--- src/design/pwt_pkg.sv ---
// Purpose: Shared constants and carriers for the pseudowire setting decoder.
// Assumes: 100 MHz system clock, settings arrive as one octet per beat.
// Notes: Setting codes are the one-octet type values inside their container.
`default_nettype none

package pwt_pkg;
   // Clock and time base
   localparam int CLK_PERIOD_NS = 10;
   localparam int MS_PERIOD_NS = 1000000;
   localparam int MS_CYCLES = MS_PERIOD_NS / CLK_PERIOD_NS;
   localparam logic [9:0] MS_PER_SEC = 10'd1000;
   // Container codes
   localparam logic [7:0] T_PW = 8'h09;
   localparam logic [7:0] T_TBL = 8'h0A;
   localparam logic [7:0] T_PW_MAP = 8'h10;
   // Per-pseudowire settings
   localparam logic [7:0] T_PW_INDEX = 8'h01;
   localparam logic [7:0] T_PW_TDM_TYPE = 8'h0B;
   localparam logic [7:0] T_PW_TBL_IDX = 8'h0C;
   localparam logic [7:0] T_PW_CES_IDX = 8'h0D;
   localparam logic [7:0] T_PW_SSRC = 8'h0E;
   localparam logic [7:0] T_PW_PEER_SSRC = 8'h0F;
   localparam logic [7:0] T_MAP_PORT = 8'h01;
   localparam logic [7:0] T_MAP_SLOTS = 8'h02;
   // Shared table settings
   localparam logic [7:0] T_TBL_IDX = 8'h01;
   localparam logic [7:0] T_TBL_PAYLOAD = 8'h02;
   localparam logic [7:0] T_TBL_RTP = 8'h03;
   localparam logic [7:0] T_TBL_JITTER = 8'h05;
   localparam logic [7:0] T_TBL_SUPPRESS = 8'h06;
   localparam logic [7:0] T_TBL_LOSS_OF_PACKET_SYNC_EXIT = 8'h07;
   localparam logic [7:0] T_TBL_LOSS_OF_PACKET_SYNC_ENTRY = 8'h08;
   localparam logic [7:0] T_TBL_REPLACE = 8'h0A;
   localparam logic [7:0] T_TBL_WINDOW = 8'h0B;
   localparam logic [7:0] T_TBL_EXCESS = 8'h0C;
   localparam logic [7:0] T_TBL_SEVERE = 8'h0F;
   localparam logic [7:0] T_TBL_TS_MODE = 8'h10;
   localparam logic [7:0] T_TBL_FILL = 8'h11;
   // Encoded values
   localparam logic [7:0] TDM_DS1 = 8'h02;
   localparam logic [7:0] TDM_E1 = 8'h03;
   localparam logic [7:0] TDM_T1_BYTE = 8'h06;
   localparam logic [7:0] TDM_NX64 = 8'h07;
   localparam logic [7:0] TDM_CAS_LO = 8'h08;
   localparam logic [7:0] TDM_CAS_HI = 8'h0A;
   localparam logic [7:0] BOOL_TRUE = 8'h01;
   localparam logic [7:0] REPL_FILLER = 8'h00;
   localparam logic [7:0] REPL_AIS = 8'h01;
   localparam logic [7:0] AIS_BYTE = 8'hFF;
   localparam logic [15:0] PAYLOAD_T1 = 16'h00C0;
   localparam logic [15:0] PAYLOAD_E1 = 16'h0100;
   // Reset values
   localparam logic [7:0] RST_TDM_TYPE = 8'h01;
   localparam logic [7:0] RST_PORT = 8'h01;
   localparam logic [7:0] RST_SUPPRESS = 8'h02;
   localparam logic [7:0] RST_TS_MODE = 8'h01;
   localparam logic [7:0] RST_FILL = 8'h00;
   localparam logic [15:0] RST_WINDOW = 16'h03E8;

   typedef struct packed {
      logic [7:0] tdm_type;
      logic cas_en;
      logic [15:0] tbl_idx;
      logic [15:0] ces_idx;
      logic [31:0] ssrc;
      logic [31:0] peer_ssrc;
      logic [7:0] port;
      logic [31:0] slot_map;
   } pwt_pw_cfg_t;

   typedef struct packed {
      logic [15:0] payload;
      logic payload_set;
      logic rtp_en;
      logic [15:0] jitter_ms;
      logic suppress;
      logic [15:0] loss_of_packet_sync_exit;
      logic [15:0] loss_of_packet_sync_entry;
      logic [7:0] replace;
      logic [15:0] window_ms;
      logic [7:0] excess_pct;
      logic [7:0] severe_pct;
      logic [7:0] ts_mode;
      logic [7:0] fill;
   } pwt_tbl_cfg_t;
endpackage : pwt_pkg

`default_nettype wire

--- src/design/pwt_tlv_policy.sv ---
// How it works
// - Settings are type, length, value, back to back
// - Unknown setting types are skipped silently
// - TDM type selects mode; codes 8-10 enable signaling
// - Pseudowire picks its shared table entry
// - Pseudowire holds its per-mode table index
// - Own source value inserted when headers used
// - Nonzero peer source value gates incoming frames when headers used
// - Circuit map holds port and timeslot sub-settings
// - Port number 1-255, defaults to one
// - Timeslot bitmap, 32 bits E1, 24 T1
// - Table entries selected by index, freely shared
// - Payload size defaults by line and timeslots
// - Header enable true one, false two
// - Jitter buffer depth in milliseconds
// - Suppression omits payload while failure bit set
// - Leave sync loss by run or clean window
// - Enter sync loss by late run or threshold
// - Lost packet replaced by filler, alarm or other
// - Loss rate computed over millisecond window
// - Count seconds reaching excessive loss threshold
// - Count seconds reaching severe loss threshold
// - Timestamp mode absolute, differential, prime, other
// - Fill byte played when filler selected
//
// Purpose: Decode pseudowire settings and run the playout loss policy.
// Assumes: Setting source and jitter buffer share clk_i.
// Notes: One pseudowire (PW_ID) and TBL_ENTRIES shared entries are held.
`default_nettype none

// Octet FIFO between the setting source and the decoder
module pwt_fifo #(
   parameter int WIDTH = 8,
   parameter int DEPTH = 16
) (
   input wire logic clk_i,
   input wire logic reset_n_i,
   input wire logic in_valid_i,
   input wire logic [WIDTH-1:0] in_data_i,
   output logic in_ready_o,
   output logic out_valid_o,
   output logic [WIDTH-1:0] out_data_o,
   input wire logic out_ready_i
);
   localparam int AW = $clog2(DEPTH);
   logic [WIDTH-1:0] mem [DEPTH];
   logic [AW-1:0] wr_ptr_ff;
   logic [AW-1:0] rd_ptr_ff;
   logic [AW:0] count_ff;
   logic push;
   logic pop;

   assign push = in_valid_i && in_ready_o;
   assign pop = out_valid_o && out_ready_i;
   assign out_data_o = mem[rd_ptr_ff];

   // Storage has no reset; only pointers, fill level and flags carry state
   always_ff @(posedge clk_i) begin
      if (push) begin
         mem[wr_ptr_ff] <= in_data_i;
      end
   end

   // Pointers, fill level and registered flags
   always_ff @(posedge clk_i or negedge reset_n_i) begin
      if (!reset_n_i) begin
         wr_ptr_ff <= '0;
         rd_ptr_ff <= '0;
         count_ff <= '0;
         in_ready_o <= 1'b0;
         out_valid_o <= 1'b0;
      end else begin
         if (push) begin
            wr_ptr_ff <= wr_ptr_ff + 1'b1;
         end
         if (pop) begin
            rd_ptr_ff <= rd_ptr_ff + 1'b1;
         end
         case ({push, pop})
            2'b10: begin
               count_ff <= count_ff + 1'b1;
               in_ready_o <= (count_ff + 1'b1) != (AW+1)'(DEPTH);
               out_valid_o <= 1'b1;
            end
            2'b01: begin
               count_ff <= count_ff - 1'b1;
               in_ready_o <= 1'b1;
               out_valid_o <= count_ff != (AW+1)'(1);
            end
            default: begin
               in_ready_o <= count_ff != (AW+1)'(DEPTH);
               out_valid_o <= count_ff != '0;
            end
         endcase
      end
   end
endmodule : pwt_fifo

module pwt_tlv_policy
   import pwt_pkg::*;
#(
   parameter int MS_DIV = MS_CYCLES,
   parameter logic [15:0] PW_ID = 16'h0001,
   parameter int TBL_ENTRIES = 4,
   parameter logic [7:0] OTHER_BYTE = 8'h7F,
   parameter logic [7:0] FRAMES_PER_PKT = 8'h08
) (
   input wire logic clk_i,
   input wire logic reset_n_i,
   // Setting octet stream
   input wire logic cfg_valid_i,
   input wire logic [7:0] cfg_byte_i,
   output logic cfg_ready_o,
   // Decoded configuration
   output pwt_pw_cfg_t pw_cfg_o,
   output pwt_tbl_cfg_t tbl_cfg_o,
   output logic [15:0] payload_size_o,
   // Transmit header and payload control
   output logic tx_ssrc_en_o,
   output logic [31:0] tx_ssrc_o,
   input wire logic tx_fail_i,
   output logic tx_suppress_o,
   // Receive source check
   input wire logic rx_hdr_valid_i,
   input wire logic [31:0] rx_ssrc_i,
   output logic rx_drop_o,
   // Playout side
   input wire logic play_tick_i,
   input wire logic play_have_i,
   input wire logic [7:0] play_byte_i,
   input wire logic [15:0] jb_seq_ready_i,
   output logic tdm_valid_o,
   output logic [7:0] tdm_byte_o,
   output logic loss_of_packet_sync_o,
   output logic [15:0] err_sec_o,
   output logic [15:0] sev_sec_o
);
   localparam int IW = $clog2(TBL_ENTRIES);

   typedef enum logic [1:0] {ST_TYPE, ST_LEN, ST_VAL} pwt_state_t;

   // Defined length of each known setting, zero when not interpreted
   function automatic logic [7:0] pwt_exp_len(input logic [1:0] lvl, input logic [7:0] ctx,
                                              input logic [7:0] typ);
      logic [7:0] n;
      n = 8'h00;
      if (lvl == 2'd2) begin
         if (typ == T_MAP_PORT) n = 8'h01;
         if (typ == T_MAP_SLOTS) n = 8'h04;
      end else if (lvl == 2'd1 && ctx == T_PW) begin
         case (typ)
            T_PW_INDEX, T_PW_TBL_IDX, T_PW_CES_IDX: n = 8'h02;
            T_PW_TDM_TYPE: n = 8'h01;
            T_PW_SSRC, T_PW_PEER_SSRC: n = 8'h04;
            default: n = 8'h00;
         endcase
      end else if (lvl == 2'd1 && ctx == T_TBL) begin
         case (typ)
            T_TBL_IDX, T_TBL_PAYLOAD, T_TBL_JITTER, T_TBL_LOSS_OF_PACKET_SYNC_EXIT,
            T_TBL_LOSS_OF_PACKET_SYNC_ENTRY, T_TBL_WINDOW: n = 8'h02;
            T_TBL_RTP, T_TBL_SUPPRESS, T_TBL_REPLACE, T_TBL_EXCESS,
            T_TBL_SEVERE, T_TBL_TS_MODE, T_TBL_FILL: n = 8'h01;
            default: n = 8'h00;
         endcase
      end
      return n;
   endfunction : pwt_exp_len

   // Loss over a nonzero count reaches pct when lost*100 >= pct*total
   function automatic logic pwt_reached(input logic [15:0] lost, input logic [15:0] total,
                                        input logic [7:0] pct);
      return (total != 16'h0000) && (24'(lost) * 24'd100 >= 24'(pct) * 24'(total));
   endfunction : pwt_reached

   logic byte_valid;
   logic [7:0] byte_data;
   logic byte_take;

   pwt_fifo #(.WIDTH(8), .DEPTH(16)) u_fifo (
      .clk_i(clk_i),
      .reset_n_i(reset_n_i),
      .in_valid_i(cfg_valid_i),
      .in_data_i(cfg_byte_i),
      .in_ready_o(cfg_ready_o),
      .out_valid_o(byte_valid),
      .out_data_o(byte_data),
      .out_ready_i(1'b1)
   );
   assign byte_take = byte_valid;

   // Setting decoder
   pwt_state_t state_ff;
   logic [1:0] lvl_ff;
   logic [7:0] ctx_ff;
   logic [7:0] rem1_ff;
   logic [7:0] rem2_ff;
   logic [7:0] typ_ff;
   logic [7:0] len_ff;
   logic [7:0] cnt_ff;
   logic [23:0] acc_ff;
   logic [31:0] value;
   logic [7:0] nxt_rem1;
   logic [7:0] nxt_rem2;
   logic is_box;
   logic apply;
   logic [15:0] cur_pw_ff;
   logic [IW-1:0] cur_ent_ff;

   assign value = {acc_ff, byte_data};
   assign nxt_rem1 = (lvl_ff != 2'd0) ? rem1_ff - 8'h01 : rem1_ff;
   assign nxt_rem2 = (lvl_ff == 2'd2) ? rem2_ff - 8'h01 : rem2_ff;
   assign is_box = (lvl_ff == 2'd0 && (typ_ff == T_PW || typ_ff == T_TBL))
                   || (lvl_ff == 2'd1 && ctx_ff == T_PW && typ_ff == T_PW_MAP);
   // Last value octet of a setting of the right length
   assign apply = byte_take && state_ff == ST_VAL && cnt_ff == 8'h01
                  && len_ff == pwt_exp_len(lvl_ff, ctx_ff, typ_ff);

   // Walk type, length and value octets, nesting into containers
   always_ff @(posedge clk_i or negedge reset_n_i) begin
      if (!reset_n_i) begin
         state_ff <= ST_TYPE;
         lvl_ff <= 2'd0;
         ctx_ff <= 8'h00;
         rem1_ff <= 8'h00;
         rem2_ff <= 8'h00;
         typ_ff <= 8'h00;
         len_ff <= 8'h00;
         cnt_ff <= 8'h00;
         acc_ff <= 24'h00_0000;
      end else if (byte_take) begin
         rem1_ff <= nxt_rem1;
         rem2_ff <= nxt_rem2;
         case (state_ff)
            ST_TYPE: begin
               typ_ff <= byte_data;
               state_ff <= ST_LEN;
            end
            ST_LEN: begin
               len_ff <= byte_data;
               cnt_ff <= byte_data;
               acc_ff <= 24'h00_0000;
               state_ff <= (is_box || byte_data == 8'h00) ? ST_TYPE : ST_VAL;
               if (is_box && byte_data != 8'h00) begin
                  lvl_ff <= lvl_ff + 2'd1;
                  if (lvl_ff == 2'd0) begin
                     ctx_ff <= typ_ff;
                     rem1_ff <= byte_data;
                  end else begin
                     rem2_ff <= byte_data;
                  end
               end
            end
            ST_VAL: begin
               acc_ff <= value[23:0];
               cnt_ff <= cnt_ff - 8'h01;
               if (cnt_ff == 8'h01) begin
                  state_ff <= ST_TYPE;
               end
            end
            default: state_ff <= ST_TYPE;
         endcase
         // Close containers whose octets are used up
         if (!(state_ff == ST_LEN && is_box && byte_data != 8'h00)) begin
            if (lvl_ff == 2'd2 && nxt_rem2 == 8'h00) begin
               lvl_ff <= (nxt_rem1 == 8'h00) ? 2'd0 : 2'd1;
            end else if (lvl_ff == 2'd1 && nxt_rem1 == 8'h00) begin
               lvl_ff <= 2'd0;
            end
         end
      end
   end

   // Per-pseudowire settings
   pwt_pw_cfg_t pw_ff;
   logic pw_sel;
   assign pw_sel = cur_pw_ff == PW_ID;

   always_ff @(posedge clk_i or negedge reset_n_i) begin
      if (!reset_n_i) begin
         cur_pw_ff <= 16'h0000;
         pw_ff <= '{tdm_type: RST_TDM_TYPE, port: RST_PORT, default: '0};
      end else if (apply && lvl_ff == 2'd1 && ctx_ff == T_PW) begin
         case (typ_ff)
            T_PW_INDEX: cur_pw_ff <= value[15:0];
            T_PW_TDM_TYPE: if (pw_sel) begin
               pw_ff.tdm_type <= value[7:0];
               pw_ff.cas_en <= value[7:0] >= TDM_CAS_LO && value[7:0] <= TDM_CAS_HI;
            end
            T_PW_TBL_IDX: if (pw_sel) pw_ff.tbl_idx <= value[15:0];
            T_PW_CES_IDX: if (pw_sel) pw_ff.ces_idx <= value[15:0];
            T_PW_SSRC: if (pw_sel) pw_ff.ssrc <= value;
            T_PW_PEER_SSRC: if (pw_sel) pw_ff.peer_ssrc <= value;
            default: ;
         endcase
      end else if (apply && lvl_ff == 2'd2 && pw_sel) begin
         if (typ_ff == T_MAP_PORT && value[7:0] != 8'h00) begin
            pw_ff.port <= value[7:0];
         end
         if (typ_ff == T_MAP_SLOTS) begin
            pw_ff.slot_map <= value;
         end
      end
   end

   // Shared table entries
   pwt_tbl_cfg_t tbl_ff [TBL_ENTRIES];
   pwt_tbl_cfg_t act;
   assign act = tbl_ff[pw_ff.tbl_idx[IW-1:0]];

   // Entries are written by index and read by any pseudowire
   always_ff @(posedge clk_i or negedge reset_n_i) begin
      if (!reset_n_i) begin
         cur_ent_ff <= '0;
         for (int i = 0; i < TBL_ENTRIES; i++) begin
            tbl_ff[i] <= '{suppress: 1'b0, ts_mode: RST_TS_MODE, fill: RST_FILL,
                           window_ms: RST_WINDOW, replace: REPL_FILLER, default: '0};
         end
      end else if (apply && lvl_ff == 2'd1 && ctx_ff == T_TBL) begin
         case (typ_ff)
            T_TBL_IDX: cur_ent_ff <= value[IW-1:0];
            T_TBL_PAYLOAD: begin
               tbl_ff[cur_ent_ff].payload <= value[15:0];
               tbl_ff[cur_ent_ff].payload_set <= 1'b1;
            end
            T_TBL_RTP: tbl_ff[cur_ent_ff].rtp_en <= value[7:0] == BOOL_TRUE;
            T_TBL_JITTER: tbl_ff[cur_ent_ff].jitter_ms <= value[15:0];
            T_TBL_SUPPRESS: tbl_ff[cur_ent_ff].suppress <= value[7:0] == BOOL_TRUE;
            T_TBL_LOSS_OF_PACKET_SYNC_EXIT: tbl_ff[cur_ent_ff].loss_of_packet_sync_exit <= value[15:0];
            T_TBL_LOSS_OF_PACKET_SYNC_ENTRY: tbl_ff[cur_ent_ff].loss_of_packet_sync_entry <= value[15:0];
            T_TBL_REPLACE: tbl_ff[cur_ent_ff].replace <= value[7:0];
            T_TBL_WINDOW: tbl_ff[cur_ent_ff].window_ms <= value[15:0];
            T_TBL_EXCESS: tbl_ff[cur_ent_ff].excess_pct <= value[7:0];
            T_TBL_SEVERE: tbl_ff[cur_ent_ff].severe_pct <= value[7:0];
            T_TBL_TS_MODE: tbl_ff[cur_ent_ff].ts_mode <= value[7:0];
            T_TBL_FILL: tbl_ff[cur_ent_ff].fill <= value[7:0];
            default: ;
         endcase
      end
   end

   // Payload size: explicit, else by line type or timeslot count
   logic [15:0] dflt_payload;
   always_comb begin
      dflt_payload = 16'h0000;
      for (int i = 0; i < 32; i++) begin
         dflt_payload = dflt_payload + {15'h0000, pw_ff.slot_map[i]};
      end
      dflt_payload = 16'(dflt_payload * FRAMES_PER_PKT);
      if (pw_ff.tdm_type == TDM_E1) dflt_payload = PAYLOAD_E1;
      if (pw_ff.tdm_type == TDM_DS1 || pw_ff.tdm_type == TDM_T1_BYTE) begin
         dflt_payload = PAYLOAD_T1;
      end
   end

   // Registered copies of active config and header fields
   always_ff @(posedge clk_i or negedge reset_n_i) begin
      if (!reset_n_i) begin
         pw_cfg_o <= '0;
         tbl_cfg_o <= '0;
         payload_size_o <= 16'h0000;
         tx_ssrc_en_o <= 1'b0;
         tx_ssrc_o <= 32'h0000_0000;
         tx_suppress_o <= 1'b0;
         rx_drop_o <= 1'b0;
      end else begin
         pw_cfg_o <= pw_ff;
         tbl_cfg_o <= act;
         payload_size_o <= act.payload_set ? act.payload : dflt_payload;
         tx_ssrc_en_o <= act.rtp_en;
         tx_ssrc_o <= pw_ff.ssrc;
         tx_suppress_o <= act.suppress && tx_fail_i;
         rx_drop_o <= rx_hdr_valid_i && act.rtp_en && pw_ff.peer_ssrc != 32'h0000_0000
                      && rx_ssrc_i != pw_ff.peer_ssrc;
      end
   end

   // Time base
   logic [$clog2(MS_DIV)-1:0] div_ff;
   logic ms_tick_ff;
   logic [9:0] ms_in_sec_ff;
   logic sec_end;
   assign sec_end = ms_tick_ff && ms_in_sec_ff == MS_PER_SEC - 10'd1;

   // Millisecond enable from the system clock, then seconds
   always_ff @(posedge clk_i or negedge reset_n_i) begin
      if (!reset_n_i) begin
         div_ff <= '0;
         ms_tick_ff <= 1'b0;
         ms_in_sec_ff <= 10'd0;
      end else begin
         ms_tick_ff <= div_ff == ($clog2(MS_DIV))'(MS_DIV - 1);
         div_ff <= (div_ff == ($clog2(MS_DIV))'(MS_DIV - 1)) ? '0 : div_ff + 1'b1;
         if (ms_tick_ff) begin
            ms_in_sec_ff <= sec_end ? 10'd0 : ms_in_sec_ff + 10'd1;
         end
      end
   end

   // Loss statistics
   logic [15:0] win_ms_ff;
   logic [15:0] win_tot_ff;
   logic [15:0] win_lost_ff;
   logic [15:0] sec_tot_ff;
   logic [15:0] sec_lost_ff;
   logic win_end;
   logic win_excess;
   logic win_clean_ff;
   logic lost;
   assign lost = play_tick_i && !play_have_i;
   assign win_end = ms_tick_ff && win_ms_ff + 16'h0001 >= act.window_ms;
   assign win_excess = pwt_reached(win_lost_ff, win_tot_ff, act.excess_pct);

   // Window and per-second packet counts
   always_ff @(posedge clk_i or negedge reset_n_i) begin
      if (!reset_n_i) begin
         win_ms_ff <= 16'h0000;
         win_tot_ff <= 16'h0000;
         win_lost_ff <= 16'h0000;
         win_clean_ff <= 1'b0;
         sec_tot_ff <= 16'h0000;
         sec_lost_ff <= 16'h0000;
         err_sec_o <= 16'h0000;
         sev_sec_o <= 16'h0000;
      end else begin
         win_clean_ff <= 1'b0;
         if (win_end) begin
            win_clean_ff <= !win_excess;
            win_ms_ff <= 16'h0000;
            win_tot_ff <= {15'h0000, play_tick_i};
            win_lost_ff <= {15'h0000, lost};
         end else begin
            if (ms_tick_ff) win_ms_ff <= win_ms_ff + 16'h0001;
            if (play_tick_i) win_tot_ff <= win_tot_ff + 16'h0001;
            if (lost) win_lost_ff <= win_lost_ff + 16'h0001;
         end
         if (sec_end) begin
            sec_tot_ff <= {15'h0000, play_tick_i};
            sec_lost_ff <= {15'h0000, lost};
            if (pwt_reached(sec_lost_ff, sec_tot_ff, act.excess_pct)) begin
               err_sec_o <= err_sec_o + 16'h0001;
            end
            if (pwt_reached(sec_lost_ff, sec_tot_ff, act.severe_pct)) begin
               sev_sec_o <= sev_sec_o + 16'h0001;
            end
         end else begin
            if (play_tick_i) sec_tot_ff <= sec_tot_ff + 16'h0001;
            if (lost) sec_lost_ff <= sec_lost_ff + 16'h0001;
         end
      end
   end

   // Loss of packet sync
   logic [15:0] miss_run_ff;

   // Entry by late run or threshold, exit by ready run or clean window
   always_ff @(posedge clk_i or negedge reset_n_i) begin
      if (!reset_n_i) begin
         miss_run_ff <= 16'h0000;
         loss_of_packet_sync_o <= 1'b0;
      end else begin
         if (play_tick_i) begin
            miss_run_ff <= play_have_i ? 16'h0000 : miss_run_ff + 16'h0001;
         end
         if (!loss_of_packet_sync_o) begin
            if (act.loss_of_packet_sync_entry != 16'h0000) begin
               loss_of_packet_sync_o <= lost && miss_run_ff + 16'h0001 >= act.loss_of_packet_sync_entry;
            end else begin
               loss_of_packet_sync_o <= win_end && win_excess;
            end
         end else if (act.loss_of_packet_sync_exit != 16'h0000) begin
            loss_of_packet_sync_o <= jb_seq_ready_i < act.loss_of_packet_sync_exit;
         end else begin
            loss_of_packet_sync_o <= !win_clean_ff;
         end
      end
   end

   // Sync loss plays the alarm pattern; replace policy covers isolated losses
   always_ff @(posedge clk_i or negedge reset_n_i) begin
      if (!reset_n_i) begin
         tdm_valid_o <= 1'b0;
         tdm_byte_o <= 8'h00;
      end else begin
         tdm_valid_o <= play_tick_i;
         if (play_tick_i) begin
            if (loss_of_packet_sync_o) begin
               tdm_byte_o <= AIS_BYTE;
            end else if (play_have_i) begin
               tdm_byte_o <= play_byte_i;
            end else if (act.replace == REPL_FILLER) begin
               tdm_byte_o <= act.fill;
            end else if (act.replace == REPL_AIS) begin
               tdm_byte_o <= AIS_BYTE;
            end else begin
               tdm_byte_o <= OTHER_BYTE;
            end
         end
      end
   end
endmodule : pwt_tlv_policy

`default_nettype wire

--- config.mk ---
export PLATFORM = sky130hd
export DESIGN_NAME = pwt_tlv_policy
export DESIGN_NICKNAME = d
export VERILOG_FILES = /design/src/design/pwt_pkg.sv /design/src/design/pwt_tlv_policy.sv
export SDC_FILE = /design/constraint.sdc
export NUM_CORES = 2
export LEC_CHECK = 0
export CAP_MARGIN = 15
export CORE_MARGIN = 10
export CORE_UTILIZATION = 60
export CTS_BUF_LIST = sky130_fd_sc_hd__clkbuf_4
export CTS_CLUSTER_SIZE = 40
export DETAILED_ROUTE_END_ITERATION = 6
export DONT_BUFFER_PORTS = 1
export PLACE_DENSITY = 0.86
export SETUP_SLACK_MARGIN = 0.1
export SYNTH_ARGS = -nofsm -noshare
export SYNTH_HDL_FRONTEND = slang
export SYNTH_HIERARCHICAL = 1
export SYNTH_SLANG_ARGS = --single-unit
export TNS_END_PERCENT = 5
--- constraint.sdc ---
create_clock -name clk_i -period 8.5 [get_ports clk_i]
set_input_delay 0.425 -clock clk_i [delete_from_list [all_inputs] [get_ports clk_i]]
set_output_delay 0.425 -clock clk_i [all_outputs]
set_load 0.02 [all_outputs]
; ---- Yosys cells after proc, flatten, opt, wreduce, memory -nomap -nowiden
; Memories as Yosys holds them, arrays and structs flattened.
; Index checks and enable logic that the tools add are counted.
[classes]
addsub = 49
multipliers = 5
div = 0
magnitude_cmp = 11
eq_ne = 39
n_shift = 0
mux = 98
n_bitwise = 3
reduce_logical = 82
[op_table]
columns = operator, count
row1 = 492-bit bitwise mux, 13
row2 = 492-bit one-hot mux with 12 select lines, 1
row3 = 123-bit demux with 2-bit select, 13
row4 = 123-bit 2-to-1 mux, 3
row5 = 13-bit by 1-bit adder with 13-bit output, 19
row6 = 123-bit binary-select mux with 2-bit select, 1
row7 = 16-bit 2-to-1 mux, 15
row8 = 8-bit 2-to-1 mux, 17
row9 = 16-bit by 1-bit adder with 16-bit output (second input constant), 8
row10 = 107-bit 2-to-1 mux, 1
row11 = 106-bit 2-to-1 mux, 1
row12 = 105-bit 2-to-1 mux, 1
row13 = 89-bit 2-to-1 mux, 1
row14 = 88-bit 2-to-1 mux, 1
row15 = 8-bit by 4-bit equality test with 1-bit output (second input constant), 10
row16 = 23-bit by 24-bit >= comparator with 1-bit output, 3
row17 = 8-bit by 16-bit multiplier with 24-bit output, 3
row18 = 72-bit 2-to-1 mux, 1
row19 = 16-bit nonzero test, 4
row20 = 56-bit 2-to-1 mux, 1
row21 = 48-bit 2-to-1 mux, 1
row22 = 24-bit one-hot mux with 2 select lines, 1
row23 = 16-bit by 5-bit multiplier with 21-bit output (second input constant), 2
row24 = 1-bit logical AND, 33
row25 = 68 further kinds, 133
[totals]
regBits = 1199
latch_bits = 0
ram_bits = 128
mem_bits_ro = 64
in_bits = 71
output_inout_bits = 362
word_cells = 404
mem_count = 2
[memory_table]
columns = memory, words, width, rd, rd_clocked_by_memory_dff, write_ports, line
row1 = u_fifo.mem, 16, 8, 1, 0, 1, pwt_tlv_policy.sv:46  ; logic [WIDTH-1:0] mem [DEPTH];
row2 = (no name shown), 32, 2, 1, 0, 0, pwt_tlv_policy.sv:158  ; case (typ)

; ---- Logic depth before layout (Yosys ltp)
[depth]
word_depth = 34
mapped_depth = 34
ltp_nobuf = 29

; ---- Modules after synthesis
; Netlist, hierarchy kept.
[modules_own_cells]
columns = mod, instances, cells_each, area_per_inst_um2, seq_area_each_um2
row1 = pwt_tlv_policy, 1, 5908, 66177.2, 29666.0
row2 = pwt_fifo, 1, 302, 5871.9, 4219.0

; ---- Worst setup path after synthesis
; Ideal clock, no wire load.
[synth_timing]
kind = reg2reg
startpoint = reg pw_ff[120] in the netlist's numbering
endpoint = reg err_sec_o[8]
setup_time_ps = 80
t_arrival_ps = 8254
t_required_ps = 8420
path_slack_ps = 166
path_stages_with_launch = 32
path_buffers = 6
synth_period_minus_slack_ps = 8334
path_cell_list = dfrtp_1 -> buf_2 -> buf_1 -> clkbuf_1 -> clkbuf_1 -> mux4_2 -> clkbuf_1 -> and2_1 -> fa_1 -> inv_1 -> fa_1 -> fa_1 -> fa_1 -> inv_1 -> ha_1 -> a21oi_1 -> nor2b_1 -> nor4_1 -> nor3_1 -> or4_1 -> a21oi_1 -> o21bai_1 -> a21oi_1 -> xor2_1 -> ha_1 -> o21a_1 -> nor2_1 -> nor4b_1 -> o21ai_0 -> clkbuf_1 -> a2111oi_0 -> xnor2_1
[synth_between]
elab_chain_len = 8
[synth_lines]
columns = item, line
row1 = from (decl), pwt_tlv_policy.sv:274  ; pwt_pw_cfg_t pw_ff;
row2 = 2-bit NOT with 3-bit output (implied by the code), pwt_tlv_policy.sv:308  ; assign act = tbl_ff[pw_ff.tbl_idx[IW-1:0]];
row3 = 123-bit binary-select mux with 2-bit select, pwt_tlv_policy.sv:308
row4 = 123-bit 2-to-1 mux (implied by the code) (2 in a row), pwt_tlv_policy.sv:308
row5 = 8-bit by 16-bit multiplier with 24-bit output, pwt_tlv_policy.sv:172  ; return (total != 16'h0000) && (24'(lost) * 24'd100 >= 24'(pct) * 24'(total));
row6 = 23-bit by 24-bit >= comparator with 1-bit output, pwt_tlv_policy.sv:172
row7 = 1-bit logical AND, pwt_tlv_policy.sv:172
row8 = 2-bit AND reduction (no source line), n/a
row9 = to (signal assigned), pwt_tlv_policy.sv:440  ; err_sec_o <= err_sec_o + 16'h0001;
row10 = to (decl), pwt_tlv_policy.sv:135  ; output logic [15:0] err_sec_o,
; Every way passes these cells. The select of a mux whose other input is x is not followed.
; A chain may end at the register's enable or synchronous reset.

; ---- Final worst setup path
[layout_timing]
startpoint = reg pw_ff[121] in the netlist's numbering
endpoint = reg sev_sec_o[1]
[layout_between]
elab_chain_len = 8
[layout_lines]
columns = item, line
row1 = 2-bit NOT with 3-bit output (implied by the code), pwt_tlv_policy.sv:308
row2 = 123-bit binary-select mux with 2-bit select, pwt_tlv_policy.sv:308
row3 = 123-bit 2-to-1 mux (implied by the code) (2 in a row), pwt_tlv_policy.sv:308
row4 = 8-bit by 16-bit multiplier with 24-bit output, pwt_tlv_policy.sv:172
row5 = 23-bit by 24-bit >= comparator with 1-bit output, pwt_tlv_policy.sv:172
row6 = 1-bit logical AND, pwt_tlv_policy.sv:172
row7 = 2-bit AND reduction (no source line), n/a
row8 = to (signal assigned), pwt_tlv_policy.sv:443  ; sev_sec_o <= sev_sec_o + 16'h0001;
row9 = to (decl), pwt_tlv_policy.sv:136  ; output logic [15:0] sev_sec_o
; Every way passes these cells. The select of a mux whose other input is x is not followed.

==> results.toml <==
[floorplanning]
std_cell_rows = 127
fp.dieW_um = 367
die_h_um = 367
initial_core_util_pct = 60.2
core-area_um2 = 120000
ios = 433
die-area_um2 = 134000

[synth]
synthesis.nets = 6968
syn_inst = 6210
synth_seq_cells = 1327
synth_warnings = 6
syn_area_um2 = 72000
synth_fa_ha_area_share_pct = 15.0
async_flop_share_pct = 90.4
ys_top_cells_by_area = "dfrtp_1, fa_1, ha_1"
synth.mux.area_fraction_pct = 8.29
synth_top_area_cell = "dfrtp_1"
synth_top_area_share_pct = 40.6
yosys-top-cells-count = "dfrtp_1, inv_1, nand2_1"
synth_edf_count = 128
synth_compound_area_share_pct = 10.1
synth-xor-area-share_pct = 3.34
synth_flop_cell = "dfrtp_1"
yosysUniqueCellTypes = 92
synth_top_family_by_area = "adder cells"
yosysSeqAreaShare_pct = 47.0
postSynthAreaPerCell_um2 = 11.6
synth-simple-area-share_pct = 11.0
synth.most_common_cell = "dfrtp_1"

[power_and_ir_drop]
leakage_uw = 0.0372
clock_power_share_pct = 32.2
sequentialPowerShare_pct = 43.0
pwr-share-comb_pct = 24.8
power_switching_uw = 6010
irDropWorstVdd_mv = 0.261
p_sw_share_pct = 36.1
power.density_nw_per_um2 = 214
intPower_uw = 10600

[setup_path]
worst-path-max-fanout = 29
arrival_ns = 9.24
end_kind = "register"
path_class = "reg -> reg"
startpoint = "pw_ff[121]"
r2r-start = "pw_ff[121]"
worst_ep_required_time_ns = 9.60
cp-endpoint = "sev_sec_o[1]"
reg2regPathDepth = 25
r2r_end = "sev_sec_o[1]"
regToRegSetupSlack_ns = 0.36
startpoint_type = "register"

[run]
cap_violations = 0

[placement]
place_area_um2 = 73100
gp_congestion = 0.936
hpwl_um = 129000
portBuffers = 0

[global_route]
grt_pass1_wl_um = 302000
grt_pass1_vias = 53019
grt_util_met1_pct = 33.9
antenna_found_initial = 16
grt.met3_usage_pct = 9.94
grt_max_degree = 1200
use_met2_pct = 45.9
busiest_layer = "met2"
overflow = 0
track_usage_pct = 28.4

[cells_and_area]
syn_to_final_growth_pct = 8.15
drive_above_1_share_pct = 15.4
layout.nets = 7080
fillerInstances = 8396
seq_area_um2 = 33900
multiInputGateArea_um2 = 34600
fin_area_um2 = 77900

[timing]
hold_viol = 0
period_minus_slack_ns = 8.14
fin_crit_sh_pct = 95.8
fmax_mhz = 123
setup_violations = 0
clock_skew_ns = 0.181
rsz0062_at_grt = "yes"
drv_slew = 0
relSlewSlack_pct = 6.86
worstMarginPinSlew_ns = 1.40
fin_tns_setup_ns = 0

[clocking]
cts_tree = "done"
clk-insertion-delay-late_ns = 1.32
cts.htree.levels = 5
cts_buffer_depth = 4
path_clk_slew_ns = 0.07
cts_num_sinks = 1327
post_cts_buffers = 0
cts_inserted_buffers = 346
cts_root_buf = "clkbuf_4"

[detailed_routing]
wl_per_cell_um = 23.9
vias = 50689
route.detailed.drc = 0
drtPass1Iterations = 6
ant_nets = 0
drt-total-wl_um = 196000
first_iter_violations = 4876
routed_via_density = 6.20

[status]
run_status = "finished clean"

[min_path]
hp-class = "in -> reg"
[how the worst min path moves through the flow]
| stage | start | to | depth (start not counted) |
|---|---|---|---|
| 2_1_floorplan | reset_n_i | asynchronous set/reset pin | 0 |
| 3_3_place_gp | reset_n_i | u_fifo/wr_ptr_ff[0] | 0 |
| 3_5_place_dp | reset_n_i | pw_cfg_o[34] | 0 |
| 4_1_cts | reset_n_i | pw_cfg_o[34] | 0 |
| 5_1_grt | play_byte_i[4] | tdm_byte_o[4] | 3 |
| 6_report | play_byte_i[4] | tdm_byte_o[4] | 3 |
[cell families (layout without fill, tap and decap cells)]
group / after synthesis / in the layout
AOI/OAI and AO/OA: 1041 / 1041
xor gates and xnor gates: 275 / 275
adders and majority gates: 687 / 687
buffers and inverters: 928 / 1274
DFF: 1327 / 1327
muxes: 372 / 374
other: 1 / 10
and+or+nand+nor: 1579 / 1579
[power by group through the flow]
stage                     sequential (µW)  combinational, µW  clock (µW)
after detailed placement             7260               3830           0
after global routing                 7190               4480        5760
after CTS                            7140               3890        5400
after global placement               7240               3670           0
final                                7160               4120        5360
after floorplan                      6980               2740           0
[layout make-up]
class                      instances  area share (%)
tap                             1612            2.59
clock inverter                   105           0.637
timing repair buffer             114            1.52
multi-input combinational       3957            44.3
sequential                      1327            43.5
antenna                            9          0.0289
clock buffer                     479            4.61
inverter                         576            2.77
[cells in the final DEF (no fill, tap or decap), types with 16 or more instances in the layout]
cell and n:
a21oi_1 138, edfxtp_1 128, nand3_1 135, a211oi_1 18
o21a_1 25, xor2_1 122, nor2b_1 26, or3_1 26
a31oi_1 19, o21ai_0 274, nand2b_1 37, inv_1 574
mux2_2 185, a22o_1 273, and2_1 296, mux4_2 142
fa_1 298, a22oi_1 18, or2_2 16, dfstp_2 30
ha_1 389, clkinv_1 82, o2bb2ai_1 53, nor4_1 45
mux2_1 25, nor3_1 47, dlygate4sd3_1 37, xnor2_1 153
o22ai_1 27, dfrtp_1 1166, o2111ai_1 17, a21o_1 52
clkbuf_4 479, and3_1 44, nand2_1 542, nand4_1 58
buf_4 62, nor2_1 227
[what timing repair did]
item | CTS | global route
endpoints found under the hold margin | 1542 | 226
resized for setup | 0 | 10
hold buffers | 36 | 4
setup endpoints to repair | 0 | 13
[metrics by stage]
step	hold slack [ns]	util (%)	instances	power [µW]	setup WS [ns]
5_1_grt	0.0289	65.1	8178	17400	0.0554
2_1_floorplan	0.129	-	6210	9720	0.166
6_report	0.0924	65.1	8179	16600	0.356
3_5_place_dp	0.235	61.1	7533	11100	0.444
4_1_cts	-1.15	64.8	8153	16400	0.447
3_3_place_gp	0.245	61.1	7533	10900	0.556
[metal layers]
metal | wire length (µm) | up-vias
met5 | 90 | -
met4 | 9530 | 10
met3 | 21600 | 613
met2 | 92700 | 2666
met1 | 71800 | 25574
li1 | - | 21826
[critical path, stage by stage (launching register included)]
cell and delay, ns:
dfrtp_4 0.76, mux4_2 0.56, and2_1 0.25, fa_1 0.53
inv_1 0.05, fa_1 0.53, inv_1 0.05, fa_1 0.50
fa_1 0.42, ha_1 0.34, nor2_1 0.07, or2_2 0.30
a2111oi_0 0.59, nor2_1 0.14, a211o_1 0.34, o211a_1 0.28
xnor2_1 0.14, ha_1 0.30, a21oi_1 0.08, nor2b_1 0.13
o41ai_1 0.06, a21oi_1 0.07, o21ai_0 0.28, o2111ai_2 0.53
nor2_1 0.35, mux2_2 0.36
(Power assumes the default switching activity.)
